===== config.mk =====
export PLATFORM = sky130hd
export DESIGN_NAME = asfu_flags_top
export DESIGN_NICKNAME = d
export VERILOG_FILES = /design/src/hdl/asfu_flags_top.v /design/src/hdl/asfu_pe_flags.v
export VERILOG_INCLUDE_DIRS = /design/src /design/src/hdl
export SDC_FILE = /design/constraint.sdc
export NUM_CORES = 1
export LEC_CHECK = 0
export ABC_AREA = 1
export BUFFER_PORTS_ARGS = -buffer_cell sky130_fd_sc_hd__buf_2
export CORE_AREA = 2 2 123 125
export CTS_CLUSTER_DIAMETER = 40
export CTS_CLUSTER_SIZE = 10
export DETAILED_ROUTE_END_ITERATION = 10
export DIE_AREA = 0 0 125 127
export HOLD_SLACK_MARGIN = 0.12
export SYNTH_ARGS = -nofsm -noshare
export SYNTH_HDL_FRONTEND = slang
export SYNTH_SLANG_ARGS = --single-unit

===== constraint.sdc =====
create_clock -name clk_sys_i -period 4.4 [get_ports clk_sys_i]
set_clock_uncertainty 0.15 [all_clocks]
set_input_delay 0.88 -clock clk_sys_i [delete_from_list [all_inputs] [get_ports clk_sys_i]]
set_output_delay 0.88 -clock clk_sys_i [all_outputs]
set_load 0.005 [all_outputs]

===== src/hdl/asfu_consts.vh =====
`ifndef ASFU_CONSTS_VH
`define ASFU_CONSTS_VH

// apb byte offsets
`define ASFU_OFF_PE_X_STATUS 12'h000
`define ASFU_OFF_PE_Y_STATUS 12'h004
`define ASFU_OFF_STICKY_X 12'h008
`define ASFU_OFF_STICKY_Y 12'h00c

// status field positions
`define ASFU_BIT_MULT_INVALID 9
`define ASFU_BIT_ALU_FLOAT 10
`define ASFU_BIT_SHIFT_OVF 11
`define ASFU_BIT_SHIFT_ZERO 12
`define ASFU_BIT_SHIFT_SIGN 13
`define ASFU_BIT_BIT_TEST 18
`define ASFU_CMP_HI 31
`define ASFU_CMP_LO 24

// sticky register position of the multiplier invalid sticky bit
`define ASFU_BIT_MULT_INV_STICKY 9

// writable bits of the upper status half: 9..13, 18, 31..24
`define ASFU_STATUS_WMASK 32'hff04_3e00

// reset values
`define ASFU_STATUS_RESET 32'h0000_0000
`define ASFU_STICKY_RESET 1'b0

// fixed-point field width
`define ASFU_FIELD_W 32
`define ASFU_FIELD_W_LOG 6

`endif


===== src/hdl/asfu_flags_top.v =====
// Implementation choices: the address map and the APB slave port.
`timescale 1ns/10ps
`include "asfu_consts.vh"

module asfu_flags_top (
  input wire clk_sys_i,
  input wire reset_i,
  // apb slave
  input wire psel_i,
  input wire penable_i,
  input wire pwrite_i,
  input wire [11:0] paddr_i,
  input wire [31:0] pwdata_i,
  output wire [31:0] prdata_o,
  output wire pready_o,
  output wire pslverr_o,
  // operation strobes; pe select 0 = x, 1 = y
  input wire op_pe_i,
  input wire mul_op_i,
  input wire mul_float_i,
  input wire mul_nan_i,
  input wire mul_inf_zero_i,
  input wire alu_op_i,
  input wire alu_float_i,
  input wire alu_cmp_i,
  input wire alu_cmp_x_gt_i,
  input wire sh_op_i,
  input wire [2:0] sh_kind_i,
  input wire [31:0] sh_in_i,
  input wire [31:0] sh_result_i,
  input wire sh_lost_bits_i,
  input wire [7:0] sh_pos_i,
  input wire [7:0] sh_len_i,
  input wire [5:0] sh_lead_cnt_i,
  input wire bt_op_i,
  input wire [31:0] bt_sysreg_i,
  input wire [31:0] bt_value_i,
  output wire [31:0] pe_x_arith_status_o,
  output wire [31:0] pe_y_arith_status_o,
  output wire mult_invalid_sticky_x_o,
  output wire mult_invalid_sticky_y_o
);

  // shifter operation kinds
  localparam [2:0] SH_SHIFT = 3'h0;
  localparam [2:0] SH_BIT_TEST = 3'h1;
  localparam [2:0] SH_BIT_MOD = 3'h2;
  localparam [2:0] SH_EXTRACT = 3'h3;
  localparam [2:0] SH_LEAD_CNT = 3'h4;

  // apb access states, one-hot
  localparam [1:0] ST_IDLE = 2'b01;
  localparam [1:0] ST_ACCESS = 2'b10;

  // positions in the one-hot register select
  localparam SEL_STAT_X = 0;
  localparam SEL_STAT_Y = 1;
  localparam SEL_STKY_X = 2;
  localparam SEL_STKY_Y = 3;

  reg [1:0] state_r;
  reg [1:0] state_nxt;
  reg [31:0] prdata_r;
  reg [31:0] prdata_nxt;
  reg sh_ovf;
  reg sh_zero;
  wire addr_ok;
  wire wr_en;
  wire rd_en;
  wire bt_match;
  wire [31:0] stat_x;
  wire [31:0] stat_y;
  wire sticky_x;
  wire sticky_y;
  wire [3:0] reg_sel;
  wire wr_stat_x;
  wire wr_stat_y;
  wire wr_stky_x;
  wire wr_stky_y;
  wire [31:0] wr_stat_data;
  wire wr_stky_bit;
  wire mul_op_x;
  wire mul_op_y;
  wire alu_op_x;
  wire alu_op_y;
  wire sh_op_x;
  wire sh_op_y;
  wire bt_op_x;
  wire bt_op_y;
  wire sh_sign;

  // bit position beyond the 32-bit fixed-point field
  function out_of_field;
    input [7:0] pos;
    begin
      out_of_field = (pos >= 8'd`ASFU_FIELD_W);
    end
  endfunction

  // one-hot decode of the four mapped words; zero for any other address
  function [3:0] decode_reg;
    input [11:0] addr;
    begin
      decode_reg = 4'h0;
      case (addr)
        `ASFU_OFF_PE_X_STATUS: decode_reg = 4'b0001;
        `ASFU_OFF_PE_Y_STATUS: decode_reg = 4'b0010;
        `ASFU_OFF_STICKY_X: decode_reg = 4'b0100;
        `ASFU_OFF_STICKY_Y: decode_reg = 4'b1000;
        default: decode_reg = 4'h0;
      endcase
    end
  endfunction

  // sticky word as software sees it: only the invalid sticky bit is live
  function [31:0] sticky_word;
    input bit_val;
    begin
      sticky_word = 32'h0000_0000;
      sticky_word[`ASFU_BIT_MULT_INV_STICKY] = bit_val;
    end
  endfunction

  // extract reaches past or across the left edge; nine bits avoid wrap
  function extract_past_edge;
    input [7:0] pos;
    input [7:0] len;
    reg [8:0] top;
    begin
      top = {1'b0, pos} + {1'b0, len};
      extract_past_edge = (top > 9'd`ASFU_FIELD_W);
    end
  endfunction

  // leading zero or one count that spans the whole field
  function lead_full;
    input [5:0] cnt;
    begin
      lead_full = (cnt == 6'd`ASFU_FIELD_W);
    end
  endfunction

  // shifter flag decode; straddling extract uses pos + len > 32
  always @* begin
    sh_ovf = 1'b0;
    sh_zero = (sh_result_i == 32'h0000_0000);
    case (sh_kind_i)
      SH_SHIFT: begin
        sh_ovf = sh_lost_bits_i;
      end
      SH_BIT_TEST: begin
        sh_ovf = out_of_field(sh_pos_i);
        if (out_of_field(sh_pos_i)) begin
          sh_zero = 1'b1;
        end
      end
      SH_BIT_MOD: begin
        sh_ovf = out_of_field(sh_pos_i);
      end
      SH_EXTRACT: begin
        sh_ovf = extract_past_edge(sh_pos_i, sh_len_i);
      end
      SH_LEAD_CNT: begin
        sh_ovf = lead_full(sh_lead_cnt_i);
      end
      default: begin
        sh_ovf = 1'b0;
      end
    endcase
  end

  // bit test and bit xor both compare selected bits against the value
  assign bt_match = ((bt_sysreg_i & bt_value_i) == bt_value_i);

  // route each strobe to the processing element it names
  assign mul_op_x = mul_op_i & ~op_pe_i;
  assign mul_op_y = mul_op_i & op_pe_i;
  assign alu_op_x = alu_op_i & ~op_pe_i;
  assign alu_op_y = alu_op_i & op_pe_i;
  assign sh_op_x = sh_op_i & ~op_pe_i;
  assign sh_op_y = sh_op_i & op_pe_i;
  assign bt_op_x = bt_op_i & ~op_pe_i;
  assign bt_op_y = bt_op_i & op_pe_i;
  assign sh_sign = sh_in_i[31];

  asfu_pe_flags u_pe_x (
    .clk_sys_i(clk_sys_i),
    .reset_i(reset_i),
    .mul_op_i(mul_op_x),
    .mul_float_i(mul_float_i),
    .mul_nan_i(mul_nan_i),
    .mul_inf_zero_i(mul_inf_zero_i),
    .alu_op_i(alu_op_x),
    .alu_float_i(alu_float_i),
    .alu_cmp_i(alu_cmp_i),
    .alu_cmp_x_gt_i(alu_cmp_x_gt_i),
    .sh_op_i(sh_op_x),
    .sh_ovf_i(sh_ovf),
    .sh_zero_i(sh_zero),
    .sh_sign_i(sh_sign),
    .bt_op_i(bt_op_x),
    .bt_match_i(bt_match),
    .wr_status_i(wr_stat_x),
    .wr_data_i(wr_stat_data),
    .wr_sticky_i(wr_stky_x),
    .wr_sticky_val_i(wr_stky_bit),
    .status_o(stat_x),
    .sticky_o(sticky_x)
  );

  asfu_pe_flags u_pe_y (
    .clk_sys_i(clk_sys_i),
    .reset_i(reset_i),
    .mul_op_i(mul_op_y),
    .mul_float_i(mul_float_i),
    .mul_nan_i(mul_nan_i),
    .mul_inf_zero_i(mul_inf_zero_i),
    .alu_op_i(alu_op_y),
    .alu_float_i(alu_float_i),
    .alu_cmp_i(alu_cmp_i),
    .alu_cmp_x_gt_i(alu_cmp_x_gt_i),
    .sh_op_i(sh_op_y),
    .sh_ovf_i(sh_ovf),
    .sh_zero_i(sh_zero),
    .sh_sign_i(sh_sign),
    .bt_op_i(bt_op_y),
    .bt_match_i(bt_match),
    .wr_status_i(wr_stat_y),
    .wr_data_i(wr_stat_data),
    .wr_sticky_i(wr_stky_y),
    .wr_sticky_val_i(wr_stky_bit),
    .status_o(stat_y),
    .sticky_o(sticky_y)
  );

  assign pe_x_arith_status_o = stat_x;
  assign pe_y_arith_status_o = stat_y;
  assign mult_invalid_sticky_x_o = sticky_x;
  assign mult_invalid_sticky_y_o = sticky_y;

  // software write strobes; reserved bits are masked before the flag logic
  assign reg_sel = decode_reg(paddr_i);
  assign wr_stat_x = wr_en & reg_sel[SEL_STAT_X];
  assign wr_stat_y = wr_en & reg_sel[SEL_STAT_Y];
  assign wr_stky_x = wr_en & reg_sel[SEL_STKY_X];
  assign wr_stky_y = wr_en & reg_sel[SEL_STKY_Y];
  assign wr_stat_data = pwdata_i & `ASFU_STATUS_WMASK;
  assign wr_stky_bit = pwdata_i[`ASFU_BIT_MULT_INV_STICKY];
  assign addr_ok = |reg_sel;
  // a transfer completes in the first access cycle
  assign wr_en = psel_i & penable_i & pwrite_i & (state_r == ST_ACCESS);
  assign rd_en = psel_i & ~penable_i & ~pwrite_i;
  assign pready_o = 1'b1;
  assign pslverr_o = psel_i & penable_i & ~addr_ok;
  assign prdata_o = prdata_r;

  always @* begin
    state_nxt = ST_IDLE;
    case (state_r)
      ST_IDLE: if (psel_i && !penable_i) begin
        state_nxt = ST_ACCESS;
      end
      ST_ACCESS: if (psel_i && !penable_i) begin
        state_nxt = ST_ACCESS;
      end
      default: state_nxt = ST_IDLE;
    endcase
  end

  // read data captured in setup so it is stable through the access cycle
  always @* begin
    prdata_nxt = prdata_r;
    if (rd_en) begin
      case (paddr_i)
        `ASFU_OFF_PE_X_STATUS: prdata_nxt = stat_x;
        `ASFU_OFF_PE_Y_STATUS: prdata_nxt = stat_y;
        `ASFU_OFF_STICKY_X: prdata_nxt = sticky_word(sticky_x);
        `ASFU_OFF_STICKY_Y: prdata_nxt = sticky_word(sticky_y);
        default: prdata_nxt = 32'h0000_0000;
      endcase
    end
  end

  always @(posedge clk_sys_i) begin
    if (reset_i) begin
      state_r <= ST_IDLE;
      prdata_r <= `ASFU_STATUS_RESET;
    end else begin
      state_r <= state_nxt;
      prdata_r <= prdata_nxt;
    end
  end

endmodule


===== src/hdl/asfu_pe_flags.v =====
`timescale 1ns/10ps
`include "asfu_consts.vh"

// flag state of one processing element
module asfu_pe_flags (
  input wire clk_sys_i,
  input wire reset_i,
  input wire mul_op_i,
  input wire mul_float_i,
  input wire mul_nan_i,
  input wire mul_inf_zero_i,
  input wire alu_op_i,
  input wire alu_float_i,
  input wire alu_cmp_i,
  input wire alu_cmp_x_gt_i,
  input wire sh_op_i,
  input wire sh_ovf_i,
  input wire sh_zero_i,
  input wire sh_sign_i,
  input wire bt_op_i,
  input wire bt_match_i,
  input wire wr_status_i,
  input wire [31:0] wr_data_i,
  input wire wr_sticky_i,
  input wire wr_sticky_val_i,
  output wire [31:0] status_o,
  output reg sticky_o
);

  reg mi_r;
  reg af_r;
  reg sv_r;
  reg sz_r;
  reg ss_r;
  reg bt_r;
  reg [7:0] cmp_r;
  wire mi_set;

  assign mi_set = mul_op_i & mul_float_i & (mul_nan_i | mul_inf_zero_i);

  // reserved ranges are hard zeros
  assign status_o = {cmp_r, 4'h0, 1'b0, bt_r, 4'h0,
                     ss_r, sz_r, sv_r, af_r, mi_r, 9'h000};

  // hardware update has priority over a software write in the same cycle
  always @(posedge clk_sys_i) begin
    if (reset_i) begin
      mi_r <= 1'b0;
      af_r <= 1'b0;
      sv_r <= 1'b0;
      sz_r <= 1'b0;
      ss_r <= 1'b0;
      bt_r <= 1'b0;
      cmp_r <= 8'h00;
    end else begin
      if (mul_op_i && mul_float_i) begin
        mi_r <= mi_set;
      end else if (wr_status_i) begin
        mi_r <= wr_data_i[`ASFU_BIT_MULT_INVALID];
      end
      if (alu_op_i) begin
        af_r <= alu_float_i;
      end else if (wr_status_i) begin
        af_r <= wr_data_i[`ASFU_BIT_ALU_FLOAT];
      end
      if (sh_op_i) begin
        sv_r <= sh_ovf_i;
        sz_r <= sh_zero_i;
        ss_r <= sh_sign_i;
      end else if (wr_status_i) begin
        sv_r <= wr_data_i[`ASFU_BIT_SHIFT_OVF];
        sz_r <= wr_data_i[`ASFU_BIT_SHIFT_ZERO];
        ss_r <= wr_data_i[`ASFU_BIT_SHIFT_SIGN];
      end
      if (bt_op_i) begin
        bt_r <= bt_match_i;
      end else if (wr_status_i) begin
        bt_r <= wr_data_i[`ASFU_BIT_BIT_TEST];
      end
      if (alu_op_i && alu_cmp_i) begin
        cmp_r <= {alu_cmp_x_gt_i, cmp_r[7:1]};
      end else if (wr_status_i) begin
        cmp_r <= wr_data_i[`ASFU_CMP_HI:`ASFU_CMP_LO];
      end
    end
  end

  // set wins over a clearing write
  always @(posedge clk_sys_i) begin
    if (reset_i) begin
      sticky_o <= `ASFU_STICKY_RESET;
    end else if (mi_set) begin
      sticky_o <= 1'b1;
    end else if (wr_sticky_i) begin
      sticky_o <= wr_sticky_val_i;
    end
  end

endmodule


==> run metrics <==
run status finished, final reports clean; CTS resizes 0; Fin Hold WS 312 ps; Post-DP HPWL 10800 um; r2r setup slk 2540 ps; IO Port Bufs 209; clock power share 37.0%; drt total wl 12400 um; Seq. cell area 921 um^2; highest clock rate 331 MHz; core area 14400 um^2; Gate power share 22.8%; crit end category primary output; largest net degree at the start of global routing 27; max cap viols 0; root buffer cell clkbuf_16; most frequent cells after synthesis nand2_1 (100), inv_1 (95), buf_4 (67); # hold bufs at CTS 0; unrepaired setup endpoints after global routing no; clk slew on worst S/H paths 60 ps; Clock Latency Late Sink 290 ps; Critical Path, Cell by Cell buf_2 > nor2_1 > nand2_1 > nor2_4 > nand2_1 > and3_1 > buf_2; DR vias 3971; Seq cells post-synth 46; multi-input logic area 2000 um^2; Die W 125 um; Netlist cell types 35; yosys synthesis warning count 0; DIE AREA 15900 um^2; Initial Util 25.4%; Placer Congestion 0.827; Setup violations, final 0; most frequent cell after synthesis nand2_1; pwr/cell area 231 nW/um^2; ys flop type dfxtp_1; cell count after synthesis 549; drc violations 0; GR Overflow Total 0; Layout Nets 964; post-route ant nets 0; Max stage delay on crit path 380 ps; WP buf/inv 2; Reg power frac 40.2%; Final Hold Vio Count 0; Via density 4.26; share of post-route cells with drive strength above 1 32.7%; design internal power 784 uW; largest cells by area after synthesis dfxtp_1 (25%), buf_4 (14%), nand2_1 (10%); area leader, netlist dfxtp_1; synthesis-to-finish area growth 29.9%; Crit path max-delay family simple AND/OR/NAND/NOR gates; wire per inst 13.3 um; register area share after synthesis 25.2%; Post-synth ARST share 0%; Final Cycle Share 68.8%; first-pass GRT wire length 18900 um; Worst EP arrival 2000 ps; Crit-path slowest cell nor2_4; startpoint types input pin; worst-path fanout max 18; clock sinks 46; io pins 314; CTS Buf Count 5; Avg Cell Area, Syn 6.66 um^2; hold crit path type flip-flop to flip-flop; vias in the first global route 3656; GRT Total Usage 15.0%; First DRT Iteration DRCs 182; H-tree depth 2; switching part of the total 28.5%; fill count 1630; Final Critical Period 3030 ps; Worst EP required 3370 ps; number of setup buffers added after CTS 0; Max VDD drop 0.127 mV; CTS tree yes; Post-synth EDFFs 0; Pre-antenna DRT Iters 4; worst slew pin tran 662 ps; post-synthesis cell area 3660 um^2; Setup Total Neg Slack 0 ps; Longest Clk Path Bufs 2; Leak 0.00254 uW; CP Class input pin to primary output; initial antenna violation count 8; top-area cell type share of the netlist area 25.2%; chip height 127 um; Slew headroom 55.4%; FP Rows 44; P_sw 313 uW; Slew Viols, Final 0
cell families (layout without fill, tap and decap cells):
logic type,after synthesis,after routing,share of synthesized area [%]
AO/OA/AOI/OAI,110,110,20.0
AND/OR/NAND/NOR,203,203,25.3
other,2,62,0.205
buffers and inverters,178,317,25.7
flip-flops,46,46,25.2
adder cells (fa/ha/maj),10,10,3.63
through the flow:
stage / total power, uW / instance area [um^2] / utilization (%) / std cells / setup slack, ps
detailed placement: 700 / 4570 / 31.7 / 917 / 1360
CTS: 1110 / 4730 / 32.8 / 925 / 1360
floorplan: 617 / 3860 / - / 602 / 1760
global route: 1160 / 4740 / 32.9 / 927 / 1170
finish: 1100 / 4750 / 32.9 / 932 / 1370
global placement: 699 / 4570 / 31.7 / 917 / 1350
final cells by class:
cell class / count / area share [%]
clock inverters: 1 / 0.184
well taps: 184 / 4.84
repair buffers: 210 / 22.2
clock buffers: 7 / 3.21
multi-input cells: 378 / 42.0
diodes: 7 / 0.369
inverters: 99 / 7.82
flip-flops and latches: 46 / 19.4
power groups by stage:
stage | Sequential [uW] | Combinational, uW | Clock [uW]
finish | 441 | 250 | 406
global route | 443 | 285 | 431
CTS | 441 | 251 | 414
detailed placement | 451 | 250 | 0
global placement | 451 | 248 | 0
floorplan | 449 | 168 | 0
state kept, by name (all words and copies together) (netlist names), 2 cells and up:
register and cells:
state_r 2, u_pe_y.cmp_r 8, u_pe_x.cmp_r 8, prdata_o 14
final timing paths:
kind	startpoint	endpoint	cells after the start
max reg2reg	state_r[0]	u_pe_x.cmp_r[5]	9
max	paddr_i[7]	pslverr_o	7
min	prdata_o[28]	prdata_o[28]	2
min reg2reg	prdata_o[28]	prdata_o[28]	2
metal layers:
layer / up-vias / global-route usage, % / wire length, um
met3: 19 / 3.77 / 963
met2: 169 / 26.8 / 5940
met5: - / 0 / 14
li1: 2080 / - / -
met4: 4 / 3.79 / 209
met1: 1699 / 18.0 / 5230
cell usage in the layout (no fill, tap or decap), types with 2 or more instances in the layout:
cell type and instances:
conb_1 55, inv_2 4, nor3_1 5, a211oi_1 22, a31oi_1 6, ha_1 9, a211oi_2 10, dfxtp_1 46
o2111ai_1 2, nand2_1 100, o22ai_1 21, a21oi_1 25, o211ai_1 2, nand2_2 3, o21ai_0 20, nand3_1 24
clkbuf_16 5, nand3b_1 2, inv_1 95, diode_2 7, nor2_1 40, clkbuf_8 2, nor4_1 10, nor3_4 2
nand4_1 11, buf_2 209
worst min-delay path, cell delays in order (launching register included):
cell and delay (ps):
dfxtp_1 310, nand2_1 60, a21oi_1 50
Note: power is estimated with default switching activity, not from simulation.
